[config.mk]
export PLATFORM = sky130hd
export DESIGN_NAME = fbps_top
export DESIGN_NICKNAME = d
export VERILOG_FILES = /design/src/hdl/fbps_pkg.sv /design/src/hdl/fbps_decode.sv /design/src/hdl/fbps_top.sv
export SDC_FILE = /design/constraint.sdc
export NUM_CORES = 1
export LEC_CHECK = 0
export BUFFER_PORTS_ARGS = -buffer_cell sky130_fd_sc_hd__buf_2
export CELL_PAD_IN_SITES_DETAIL_PLACEMENT = 0
export CELL_PAD_IN_SITES_GLOBAL_PLACEMENT = 1
export CORE_MARGIN = 5
export CORE_UTILIZATION = 40
export DETAILED_ROUTE_END_ITERATION = 12
export PLACE_DENSITY_LB_ADDON = 0.1
export REMOVE_ABC_BUFFERS = 1
export SYNTH_ARGS = -nofsm -noshare
export SYNTH_HDL_FRONTEND = slang
export SYNTH_HIERARCHICAL = 1
export SYNTH_SLANG_ARGS = --single-unit
[constraint.sdc]
create_clock -name clk -period 5.53 [get_ports clk]
set_input_delay 0.2765 -clock clk [delete_from_list [all_inputs] [get_ports clk]]
set_output_delay 0.2765 -clock clk [all_outputs]
set_load 0.02 [all_outputs]
[src/hdl/fbps_pkg.sv]
// Package of constants for the flash status and block protection block
package fbps_pkg;
  // Status bit positions
  localparam int STAT_RSVD_HI = 7;
  localparam int STAT_RSVD_LO = 6;
  localparam int STAT_LOW_END = 5;
  localparam int STAT_LVL_MSB = 4;
  localparam int STAT_LVL_LSB = 2;
  localparam int STAT_PERMIT = 1;
  localparam int STAT_BUSY = 0;
  localparam logic [7:0] STAT_RESET = 8'h00;
  // Operation codes on the serial link
  localparam logic [7:0] OP_WRITE_STATUS = 8'h01;
  localparam logic [7:0] OP_PROGRAM = 8'h02;
  localparam logic [7:0] OP_WRITE_DISABLE = 8'h04;
  localparam logic [7:0] OP_READ_STATUS = 8'h05;
  localparam logic [7:0] OP_WRITE_ENABLE = 8'h06;
  localparam logic [7:0] OP_BULK_ERASE = 8'hC7;
  localparam logic [7:0] OP_SECTOR_ERASE = 8'hD8;
  // Frame lengths in bytes
  localparam logic [8:0] LEN_SHORT_OP = 9'h001;
  localparam logic [8:0] LEN_STATUS_WR = 9'h002;
  localparam logic [8:0] LEN_SECTOR_OP = 9'h004;
  localparam logic [8:0] LEN_PROGRAM_MIN = 9'h005;
  // Sector address field of a 24-bit byte address (64 KB sectors)
  localparam int SECTOR_LSB = 16;
  localparam int SECTOR_W = 8;
  // Self-timed status write
  localparam int CLK_PERIOD_PS = 10000;
  localparam longint STATUS_WR_TYP_MS = 10;
  localparam longint STATUS_WR_MAX_MS = 15;
  localparam int STATUS_WR_CYCLES =
    int'((STATUS_WR_TYP_MS * 64'd1000000000) / CLK_PERIOD_PS);
  // Busy sequencer
  typedef enum logic [2:0] {
    FBPS_IDLE = 3'b001,
    FBPS_STATUS_WR = 3'b010,
    FBPS_ARRAY_OP = 3'b100
  } fbps_state_t;
endpackage

[src/hdl/fbps_decode.sv]
// Sector protection decoder for one density
`timescale 1ns/100ps
module fbps_decode
  import fbps_pkg::*;
#(
  parameter int SECTORS = 64
) (
  // Protection settings
  input wire logic low_end,
  input wire logic [2:0] level,
  // Query
  input wire logic [SECTOR_W-1:0] sector,
  output logic protected_hit
);
  logic [SECTOR_W:0] span;
  logic [SECTOR_W:0] total;

  // Region size doubles per level, saturating at the whole array
  assign total = (SECTOR_W+1)'(SECTORS);
  assign span = (level == 3'h0) ? '0 :
                ((SECTOR_W+1)'(1) << (level - 3'h1));

  always_comb begin
    if (level == 3'h0) begin
      protected_hit = 1'b0;
    end else if (span >= total) begin
      protected_hit = 1'b1;
    end else if (low_end) begin
      protected_hit = {1'b0, sector} < span;
    end else begin
      protected_hit = {1'b0, sector} >= (total - span);
    end
  end
endmodule

[src/hdl/fbps_top.sv]
// Status register, serial status access and block protection gate
`timescale 1ns/100ps
module fbps_top
  import fbps_pkg::*;
#(
  parameter int SECTORS = 64,
  parameter int STATUS_WR_CYC = STATUS_WR_CYCLES
) (
  // Clock and reset
  input wire logic clk,
  input wire logic rst,
  input wire logic clk_en,
  // Serial link pins
  input wire logic sclk_pin,
  input wire logic select_n_pin,
  input wire logic data_in_pin,
  output logic data_out,
  output logic data_out_oe_n,
  // Memory array side
  output logic array_program_req,
  output logic array_sector_erase_req,
  output logic array_bulk_erase_req,
  output logic [23:0] array_addr,
  output logic [7:0] array_data,
  input wire logic array_done,
  // Status view
  output logic [7:0] status_value
);
  logic [2:0] sclk_sync_reg;
  logic [2:0] sel_sync_reg;
  logic [1:0] din_sync_reg;
  logic sclk_rise;
  logic sclk_fall;
  logic sel_start;
  logic sel_end;
  logic sel_active;
  logic [11:0] bit_cnt_reg;
  logic [7:0] shift_reg;
  logic [7:0] opcode_reg;
  logic [23:0] addr_reg;
  logic [7:0] wr_data_reg;
  logic [7:0] out_byte_reg;
  logic [2:0] out_idx_reg;
  logic low_end_reg;
  logic [2:0] level_reg;
  logic [3:0] pending_reg;
  logic permit_reg;
  fbps_state_t state_reg;
  fbps_state_t state_next;
  logic [31:0] timer_reg;
  logic byte_done;
  logic [8:0] byte_idx;
  logic [8:0] frame_bytes;
  logic aligned;
  logic target_prot;
  logic is_idle;
  logic do_enable;
  logic do_disable;
  logic do_status_wr;
  logic do_program;
  logic do_sector;
  logic do_bulk;
  logic cycle_end;
  logic reading;

  // Two-stage synchronisers plus one stage for edge finding
  always_ff @(posedge clk) begin
    if (rst) begin
      sclk_sync_reg <= 3'h0;
      sel_sync_reg <= 3'h7;
      din_sync_reg <= 2'h0;
    end else if (clk_en) begin
      sclk_sync_reg <= {sclk_sync_reg[1:0], sclk_pin};
      sel_sync_reg <= {sel_sync_reg[1:0], select_n_pin};
      din_sync_reg <= {din_sync_reg[0], data_in_pin};
    end
  end

  assign sel_active = ~sel_sync_reg[1];
  assign sel_start = sel_sync_reg[2] & ~sel_sync_reg[1];
  assign sel_end = ~sel_sync_reg[2] & sel_sync_reg[1];
  assign sclk_rise = sel_active & ~sclk_sync_reg[2] & sclk_sync_reg[1];
  assign sclk_fall = sel_active & sclk_sync_reg[2] & ~sclk_sync_reg[1];
  assign byte_done = sclk_rise & (bit_cnt_reg[2:0] == 3'h7);
  assign byte_idx = bit_cnt_reg[11:3];
  assign frame_bytes = bit_cnt_reg[11:3];
  assign aligned = bit_cnt_reg[2:0] == 3'h0;

  // Frame capture: opcode, three address bytes, then data
  always_ff @(posedge clk) begin
    if (rst) begin
      bit_cnt_reg <= 12'h000;
      shift_reg <= 8'h00;
      opcode_reg <= 8'h00;
      addr_reg <= 24'h000000;
      wr_data_reg <= 8'h00;
    end else if (clk_en) begin
      if (sel_start) begin
        bit_cnt_reg <= 12'h000;
        opcode_reg <= 8'h00;
      end else if (sclk_rise) begin
        shift_reg <= {shift_reg[6:0], din_sync_reg[1]};
        if (bit_cnt_reg != 12'hFFF) begin
          bit_cnt_reg <= bit_cnt_reg + 12'h001;
        end
        if (byte_done) begin
          case (byte_idx)
            9'h000: opcode_reg <= {shift_reg[6:0], din_sync_reg[1]};
            9'h001: begin
              addr_reg[23:16] <= {shift_reg[6:0], din_sync_reg[1]};
              wr_data_reg <= {shift_reg[6:0], din_sync_reg[1]};
            end
            9'h002: addr_reg[15:8] <= {shift_reg[6:0], din_sync_reg[1]};
            9'h003: addr_reg[7:0] <= {shift_reg[6:0], din_sync_reg[1]};
            default: wr_data_reg <= {shift_reg[6:0], din_sync_reg[1]};
          endcase
        end
      end
    end
  end

  fbps_decode #(
    .SECTORS(SECTORS)
  ) u_decode (
    .low_end(low_end_reg),
    .level(level_reg),
    .sector(addr_reg[SECTOR_LSB +: SECTOR_W]),
    .protected_hit(target_prot)
  );

  // Decisions taken when select rises on a byte boundary
  assign is_idle = state_reg == FBPS_IDLE;
  assign do_enable = sel_end & aligned & (opcode_reg == OP_WRITE_ENABLE)
                     & (frame_bytes == LEN_SHORT_OP);
  assign do_disable = sel_end & aligned & (opcode_reg == OP_WRITE_DISABLE)
                      & (frame_bytes == LEN_SHORT_OP);
  assign do_status_wr = sel_end & aligned & is_idle & permit_reg
                        & (opcode_reg == OP_WRITE_STATUS)
                        & (frame_bytes >= LEN_STATUS_WR);
  assign do_program = sel_end & aligned & is_idle & permit_reg
                      & (opcode_reg == OP_PROGRAM)
                      & (frame_bytes >= LEN_PROGRAM_MIN)
                      & ~target_prot;
  assign do_sector = sel_end & aligned & is_idle & permit_reg
                     & (opcode_reg == OP_SECTOR_ERASE)
                     & (frame_bytes == LEN_SECTOR_OP)
                     & ~target_prot;
  assign do_bulk = sel_end & aligned & is_idle & permit_reg
                   & (opcode_reg == OP_BULK_ERASE)
                   & (frame_bytes == LEN_SHORT_OP)
                   & (level_reg == 3'h0);

  // Busy sequencer for self-timed status write and array cycles
  always_comb begin
    state_next = state_reg;
    case (state_reg)
      FBPS_IDLE: begin
        if (do_status_wr) begin
          state_next = FBPS_STATUS_WR;
        end else if (do_program | do_sector | do_bulk) begin
          state_next = FBPS_ARRAY_OP;
        end
      end
      FBPS_STATUS_WR: begin
        if (timer_reg == 32'(STATUS_WR_CYC - 1)) begin
          state_next = FBPS_IDLE;
        end
      end
      FBPS_ARRAY_OP: begin
        if (array_done) begin
          state_next = FBPS_IDLE;
        end
      end
      default: state_next = FBPS_IDLE;
    endcase
  end

  assign cycle_end = (state_reg != FBPS_IDLE) & (state_next == FBPS_IDLE);

  always_ff @(posedge clk) begin
    if (rst) begin
      state_reg <= FBPS_IDLE;
      timer_reg <= 32'h00000000;
    end else if (clk_en) begin
      state_reg <= state_next;
      if (state_reg == FBPS_STATUS_WR) begin
        timer_reg <= timer_reg + 32'h00000001;
      end else begin
        timer_reg <= 32'h00000000;
      end
    end
  end

  // Protection fields take the written value when the timed cycle ends
  always_ff @(posedge clk) begin
    if (rst) begin
      low_end_reg <= STAT_RESET[STAT_LOW_END];
      level_reg <= STAT_RESET[STAT_LVL_MSB:STAT_LVL_LSB];
      pending_reg <= 4'h0;
    end else if (clk_en) begin
      if (do_status_wr) begin
        pending_reg <= wr_data_reg[STAT_LOW_END:STAT_LVL_LSB];
      end
      if ((state_reg == FBPS_STATUS_WR) && cycle_end) begin
        low_end_reg <= pending_reg[3];
        level_reg <= pending_reg[2:0];
      end
    end
  end

  // Write-permit latch; a write enable beats the end-of-cycle clear
  always_ff @(posedge clk) begin
    if (rst) begin
      permit_reg <= STAT_RESET[STAT_PERMIT];
    end else if (clk_en) begin
      if (do_enable) begin
        permit_reg <= 1'b1;
      end else if (do_disable | cycle_end) begin
        permit_reg <= 1'b0;
      end
    end
  end

  // Array requests with the captured target
  always_ff @(posedge clk) begin
    if (rst) begin
      array_program_req <= 1'b0;
      array_sector_erase_req <= 1'b0;
      array_bulk_erase_req <= 1'b0;
      array_addr <= 24'h000000;
      array_data <= 8'h00;
    end else if (clk_en) begin
      array_program_req <= do_program;
      array_sector_erase_req <= do_sector;
      array_bulk_erase_req <= do_bulk;
      if (do_program | do_sector) begin
        array_addr <= addr_reg;
        array_data <= wr_data_reg;
      end
    end
  end

  // Reserved bits read as zero
  always_comb begin
    status_value = STAT_RESET;
    status_value[STAT_LOW_END] = low_end_reg;
    status_value[STAT_LVL_MSB:STAT_LVL_LSB] = level_reg;
    status_value[STAT_PERMIT] = permit_reg;
    status_value[STAT_BUSY] = state_reg != FBPS_IDLE;
  end

  // Status read: fresh snapshot each byte, repeated until select rises
  assign reading = sel_active & (opcode_reg == OP_READ_STATUS)
                   & (bit_cnt_reg >= 12'h008);

  always_ff @(posedge clk) begin
    if (rst) begin
      out_idx_reg <= 3'h0;
      out_byte_reg <= 8'h00;
      data_out <= 1'b0;
      data_out_oe_n <= 1'b1;
    end else if (clk_en) begin
      data_out_oe_n <= ~reading;
      if (~reading) begin
        out_idx_reg <= 3'h0;
      end else if (sclk_fall) begin
        out_idx_reg <= out_idx_reg + 3'h1;
        if (out_idx_reg == 3'h0) begin
          out_byte_reg <= {status_value[6:0], 1'b0};
          data_out <= status_value[7];
        end else begin
          out_byte_reg <= {out_byte_reg[6:0], 1'b0};
          data_out <= out_byte_reg[7];
        end
      end
    end
  end
endmodule

==> Implementation_results.wiki <==
{| class="wikitable"
! Metric !! Value
|-
| Die X-Extent || approximately 140 um
|-
| Number of DRC violations after detailed routing || 0
|-
| Worst slew margin relative to its limit || between 20% and 30%
|-
| Setup TNS Final || 0 ps
|-
| Overall via count from detail_route || between 5000 and 6000
|-
| Average via count per standard cell || about 5.2
|-
| Wire length of the first global-routing pass || ~28000 um
|-
| Switching pwr || slightly above 0.0005 W
|-
| Reported max-cap violation count || 0
|-
| Setup Slack @ Placement || between 900 and 1000 ps
|-
| Synthesized-area fraction occupied by xor and xnor cells || ~4.3%
|-
| Crit path launch type || flop
|-
| Area share of the largest cell type after synthesis || between 40 and 50%
|-
| First-pass iteration count of the detailed router || 4
|-
| Slew at the pin closest to its max-slew limit || between 1000 and 1500 ps
|-
| Clock tree root buffer cell || clkbuf_16
|-
| Number of cells in the design after placement || about 1100
|-
| Highest attainable clock frequency || roughly 220 MHz
|-
| Later-pin clock latency in the skew report || 430 ps
|-
| Number of rows created at floorplan || 48
|-
| Antenna violations before repair || 0
|-
| Cell depth of the worst flop-to-flop path || 17
|-
| Number of design-rule violations left by the first detailed-router iteration || 320
|-
| Post-route non-filler standard cell count || ~1100
|-
| Area fraction in and, or, nand and nor cells after synthesis || 24.60%
|-
| WL/cell || about 15 um
|-
| Final-layout fill cell count || approximately 1700
|-
| Pin count of the biggest net entering global routing || 72
|-
| Power per standard cell area || ~290 nW/um2
|-
| Post-layout worst setup margin || 919.8 ps
|-
| CTS tree || yes
|-
| Core area || approximately 17000 um2
|-
| Cells resized by post-CTS repair || 0
|-
| Post-synthesis sequential element count || approximately 160
|-
| Dpl hpwl || 11710 um
|-
| Switching part of the total || between 20 and 25%
|-
| Post-layout minimum cycle time || ~4600 ps
|-
| Portion of total power attributed to combinational logic || 2.1%
|-
| Gr usage total || 16.95%
|-
| P_leak || 3.092 nW
|-
| H-tree levels || 4
|-
| CTS clock-pin slew for the worst setup and hold paths || around 70 ps
|-
| Unrepaired setup endpoints after global routing || no
|-
| Count of input and output buffers || 49
|-
| Final Routed Wirelength || ~17000 um
|-
| Bufs on Longest Clock Path || 2
|-
| Startpoint of the most critical hold path || select_n_pin
|-
| Post-synthesis mux area share || under 10%
|-
| Cell count after synthesis || 820
|-
| Final Slew Violations || 0
|-
| Synth area leaders || dfxtp_1 44%, mux2i_1 8.2%, nor2_1 6.6%, nand2_1 5.7%, a21oi_1 4.0%
|-
| Flip-flop count of the largest register after layout || 32
|-
| Post-Route Utilization || a little under half
|-
| Hold endpoint || sel_sync_reg[0]
|-
| Worst setup skew after layout || 13.51 ps
|-
| Maximum resistive drop on vdd || 0.0002205 V
|-
| Io pins || 52
|-
| Die area || between 20000 and 25000 um2
|-
| Critical path class || reg -> reg
|-
| Number of clock sinks || ~160
|-
| Total gr overflow || 0
|-
| Combinational family with the most area after synthesis || simple AND/OR/NAND/NOR gates
|-
| Number of synthesized flops with an enable pin || 0
|-
| Share of the clock period used by the worst path || a little over four fifths
|-
| Number of global-route vias before repair || 5520
|-
| Fraction of registers with async set/reset || 0%
|-
| Post-Synth Adder-Cell Area || under 10%
|-
| Result of the run || complete, no violations
|-
| Die height || 143.4 um
|-
| Critical path required time || a little under 6000 ps
|-
| Final hold vios || 0
|-
| Unique cell type count in the Yosys netlist || 67
|-
| Area grow syn2layout || 12.91%
|-
| Setup slack of the worst register-to-register path || ~920 ps
|-
| Proportion of power drawn by flip-flops and latches || between 40% and 50%
|-
| Post-cts hold buffer count || 0
|-
| Critical register-to-register path endpoint || array_addr[19]
|-
| Antenna fix cells || 0
|-
| Worst Hold Class || in -> reg
|-
| Internal || between 0.0015 and 0.002 W
|-
| Crit Path Max Fanout || 32
|-
| Part of the Yosys area used for sequential elements || about 44%
|-
| Fraction of final layout cells with drive strength greater than 1 || between 10 and 15%
|-
| Beginning of the worst register-to-register path || level_reg[1]
|-
| Synthesized area divided by synthesized cell count || about 8.7 um2
|-
| Cell depth of the worst hold path || 2
|-
| Crit. End Element || flop
|-
| Number of buffers inserted by post-CTS setup repair || 0
|-
| Cell area after synthesis || 7122 um2
|-
| Remaining antenna violation count || 0
|-
| Initial cell density of the core || 41.03%
|-
| Fin nets || 876
|-
| Relative contribution of the clock network to total power || between 40% and 50%
|-
| Routability cong. || between 0.8 and 0.9
|-
| Final number of setup-violating endpoints || 0
|-
| Predominant post-synthesis flop cell || dfxtp_1
|-
| Library cell with the largest summed area after synthesis || dfxtp_1
|-
| Arr. time, crit path || about 5000 ps
|-
| Num CTS Buffers || 17
|-
| Post-synthesis compound-gate area fraction || between 10 and 15%
|-
| Total number of yosys warnings || 6
|}
[how the worst max path moves through the flow]
stage / start / endpoint / slack (ps) / cells after the start
5_1_grt: level_reg[1] / array_addr[19] / 560 / 17
4_1_cts: level_reg[1] / array_addr[10] / 910 / 17
6_report: level_reg[1] / array_addr[19] / 920 / 17
3_5_place_dp: level_reg[1] / array_addr[10] / 920 / 17
3_3_place_gp: level_reg[1] / array_addr[14] / 1010 / 17
2_1_floorplan: level_reg[1] / array_addr[0] / 1400 / 17
[cells in the final DEF (no fill, tap or decap), types with 12 or more instances in the layout]
| master | instances |
|---|---|
| xor2_1 | 23 |
| nor3_1 | 15 |
| inv_1 | 17 |
| ha_1 | 22 |
| xnor2_1 | 12 |
| nand2_1 | 108 |
| a21oi_1 | 57 |
| dfxtp_1 | 158 |
| clkbuf_16 | 17 |
| mux2i_1 | 58 |
| nand4_1 | 20 |
| nand3_1 | 28 |
| buf_2 | 48 |
| nor2_1 | 125 |
[power by group through the flow]
stage / logic [W] / registers (W) / clock network (W)
2_1_floorplan: 0.0000234 / 0.00117 / 0
3_3_place_gp: 0.0000499 / 0.00117 / 0
3_5_place_dp: 0.0000503 / 0.00117 / 0
4_1_cts: 0.0000506 / 0.00115 / 0.00119
5_1_grt: 0.0000551 / 0.00115 / 0.00123
6_report: 0.0000500 / 0.00115 / 0.00116
[per-layer routing]
layer  vias up  part of all wire, %  GRT usage, %
met1      2681                   48         23.74
met4         0                  1.3         5.253
met2       108                   45         26.26
li1       2875                    -             -
met5         -                    0             0
met3        16                  5.5         3.594
[critical path: stages, from the launching register on]
cell,delay (ps)
dfxtp_1,560
or3b_2,510
ha_1,310
nand2_1,90
o21ai_0,80
nand2_1,80
nand2_1,60
ha_1,300
a21o_1,190
a221o_1,320
a41oi_2,150
o22ai_1,100
nor2_1,130
nand2_1,70
or4_4,530
a21oi_4,730
nand2_1,160
a21oi_1,170
[stage by stage]
stage / hold WS (ps) / total power (W) / instance area (um2)
after floorplan: 345.6 / 0.001193 / 6899
after global placement: 435.0 / 0.001222 / 7458
after global routing: 65.72 / 0.002435 / 8041
final: 84.06 / 0.002352 / 8041
after detailed placement: 441.5 / 0.001222 / 7458
after CTS: 59.04 / 0.002385 / 8041
[final cells by class]
type                            instances  area (um2)  area share [%]
Multi-Input combinational cell        599        3669           45.62
Timing Repair Buffer                   53       277.8           3.454
Sequential cell                       158        3163           39.33
Tap cell                              225       281.5           3.501
Clock inverter                         12       136.4           1.696
Inverter                               18       67.56          0.8402
Clock buffer                           20       446.7           5.555
[synthesized netlist by cell type (3+ instances only)]
library cell  number
nor2_1           125
a21o_1             6
nand3_1           28
a31oi_1            4
o21ai_0            9
o2111ai_1          3
buf_2             10
ha_1              22
buf_6              3
dfxtp_1          158
or4_1              4
nor2b_1            8
mux2i_1           58
xnor2_1           12
and2_1             3
xor2_1            23
nand3b_1           8
a21oi_1           57
nand4_1           20
and3_1             4
inv_1             17
clkbuf_1          27
nand2b_1           9
or3_1              6
nor3_1            15
a211oi_1           6
buf_4              5
nor4b_1            5
o211ai_1           4
a22o_1             3
nand2_1          108
[logic make-up after synthesis]
| family | after synthesis |
|---|---|
| and+or+nand+nor | 367 |
| DFF | 158 |
| AOI/OAI and AO/OA | 112 |
| buffers and inverters | 65 |
| muxes | 59 |
| xor gates and xnor gates | 35 |
| adders and majority gates | 22 |
| other | 2 |
No activity file was read; power rests on OpenSTA's default activity.
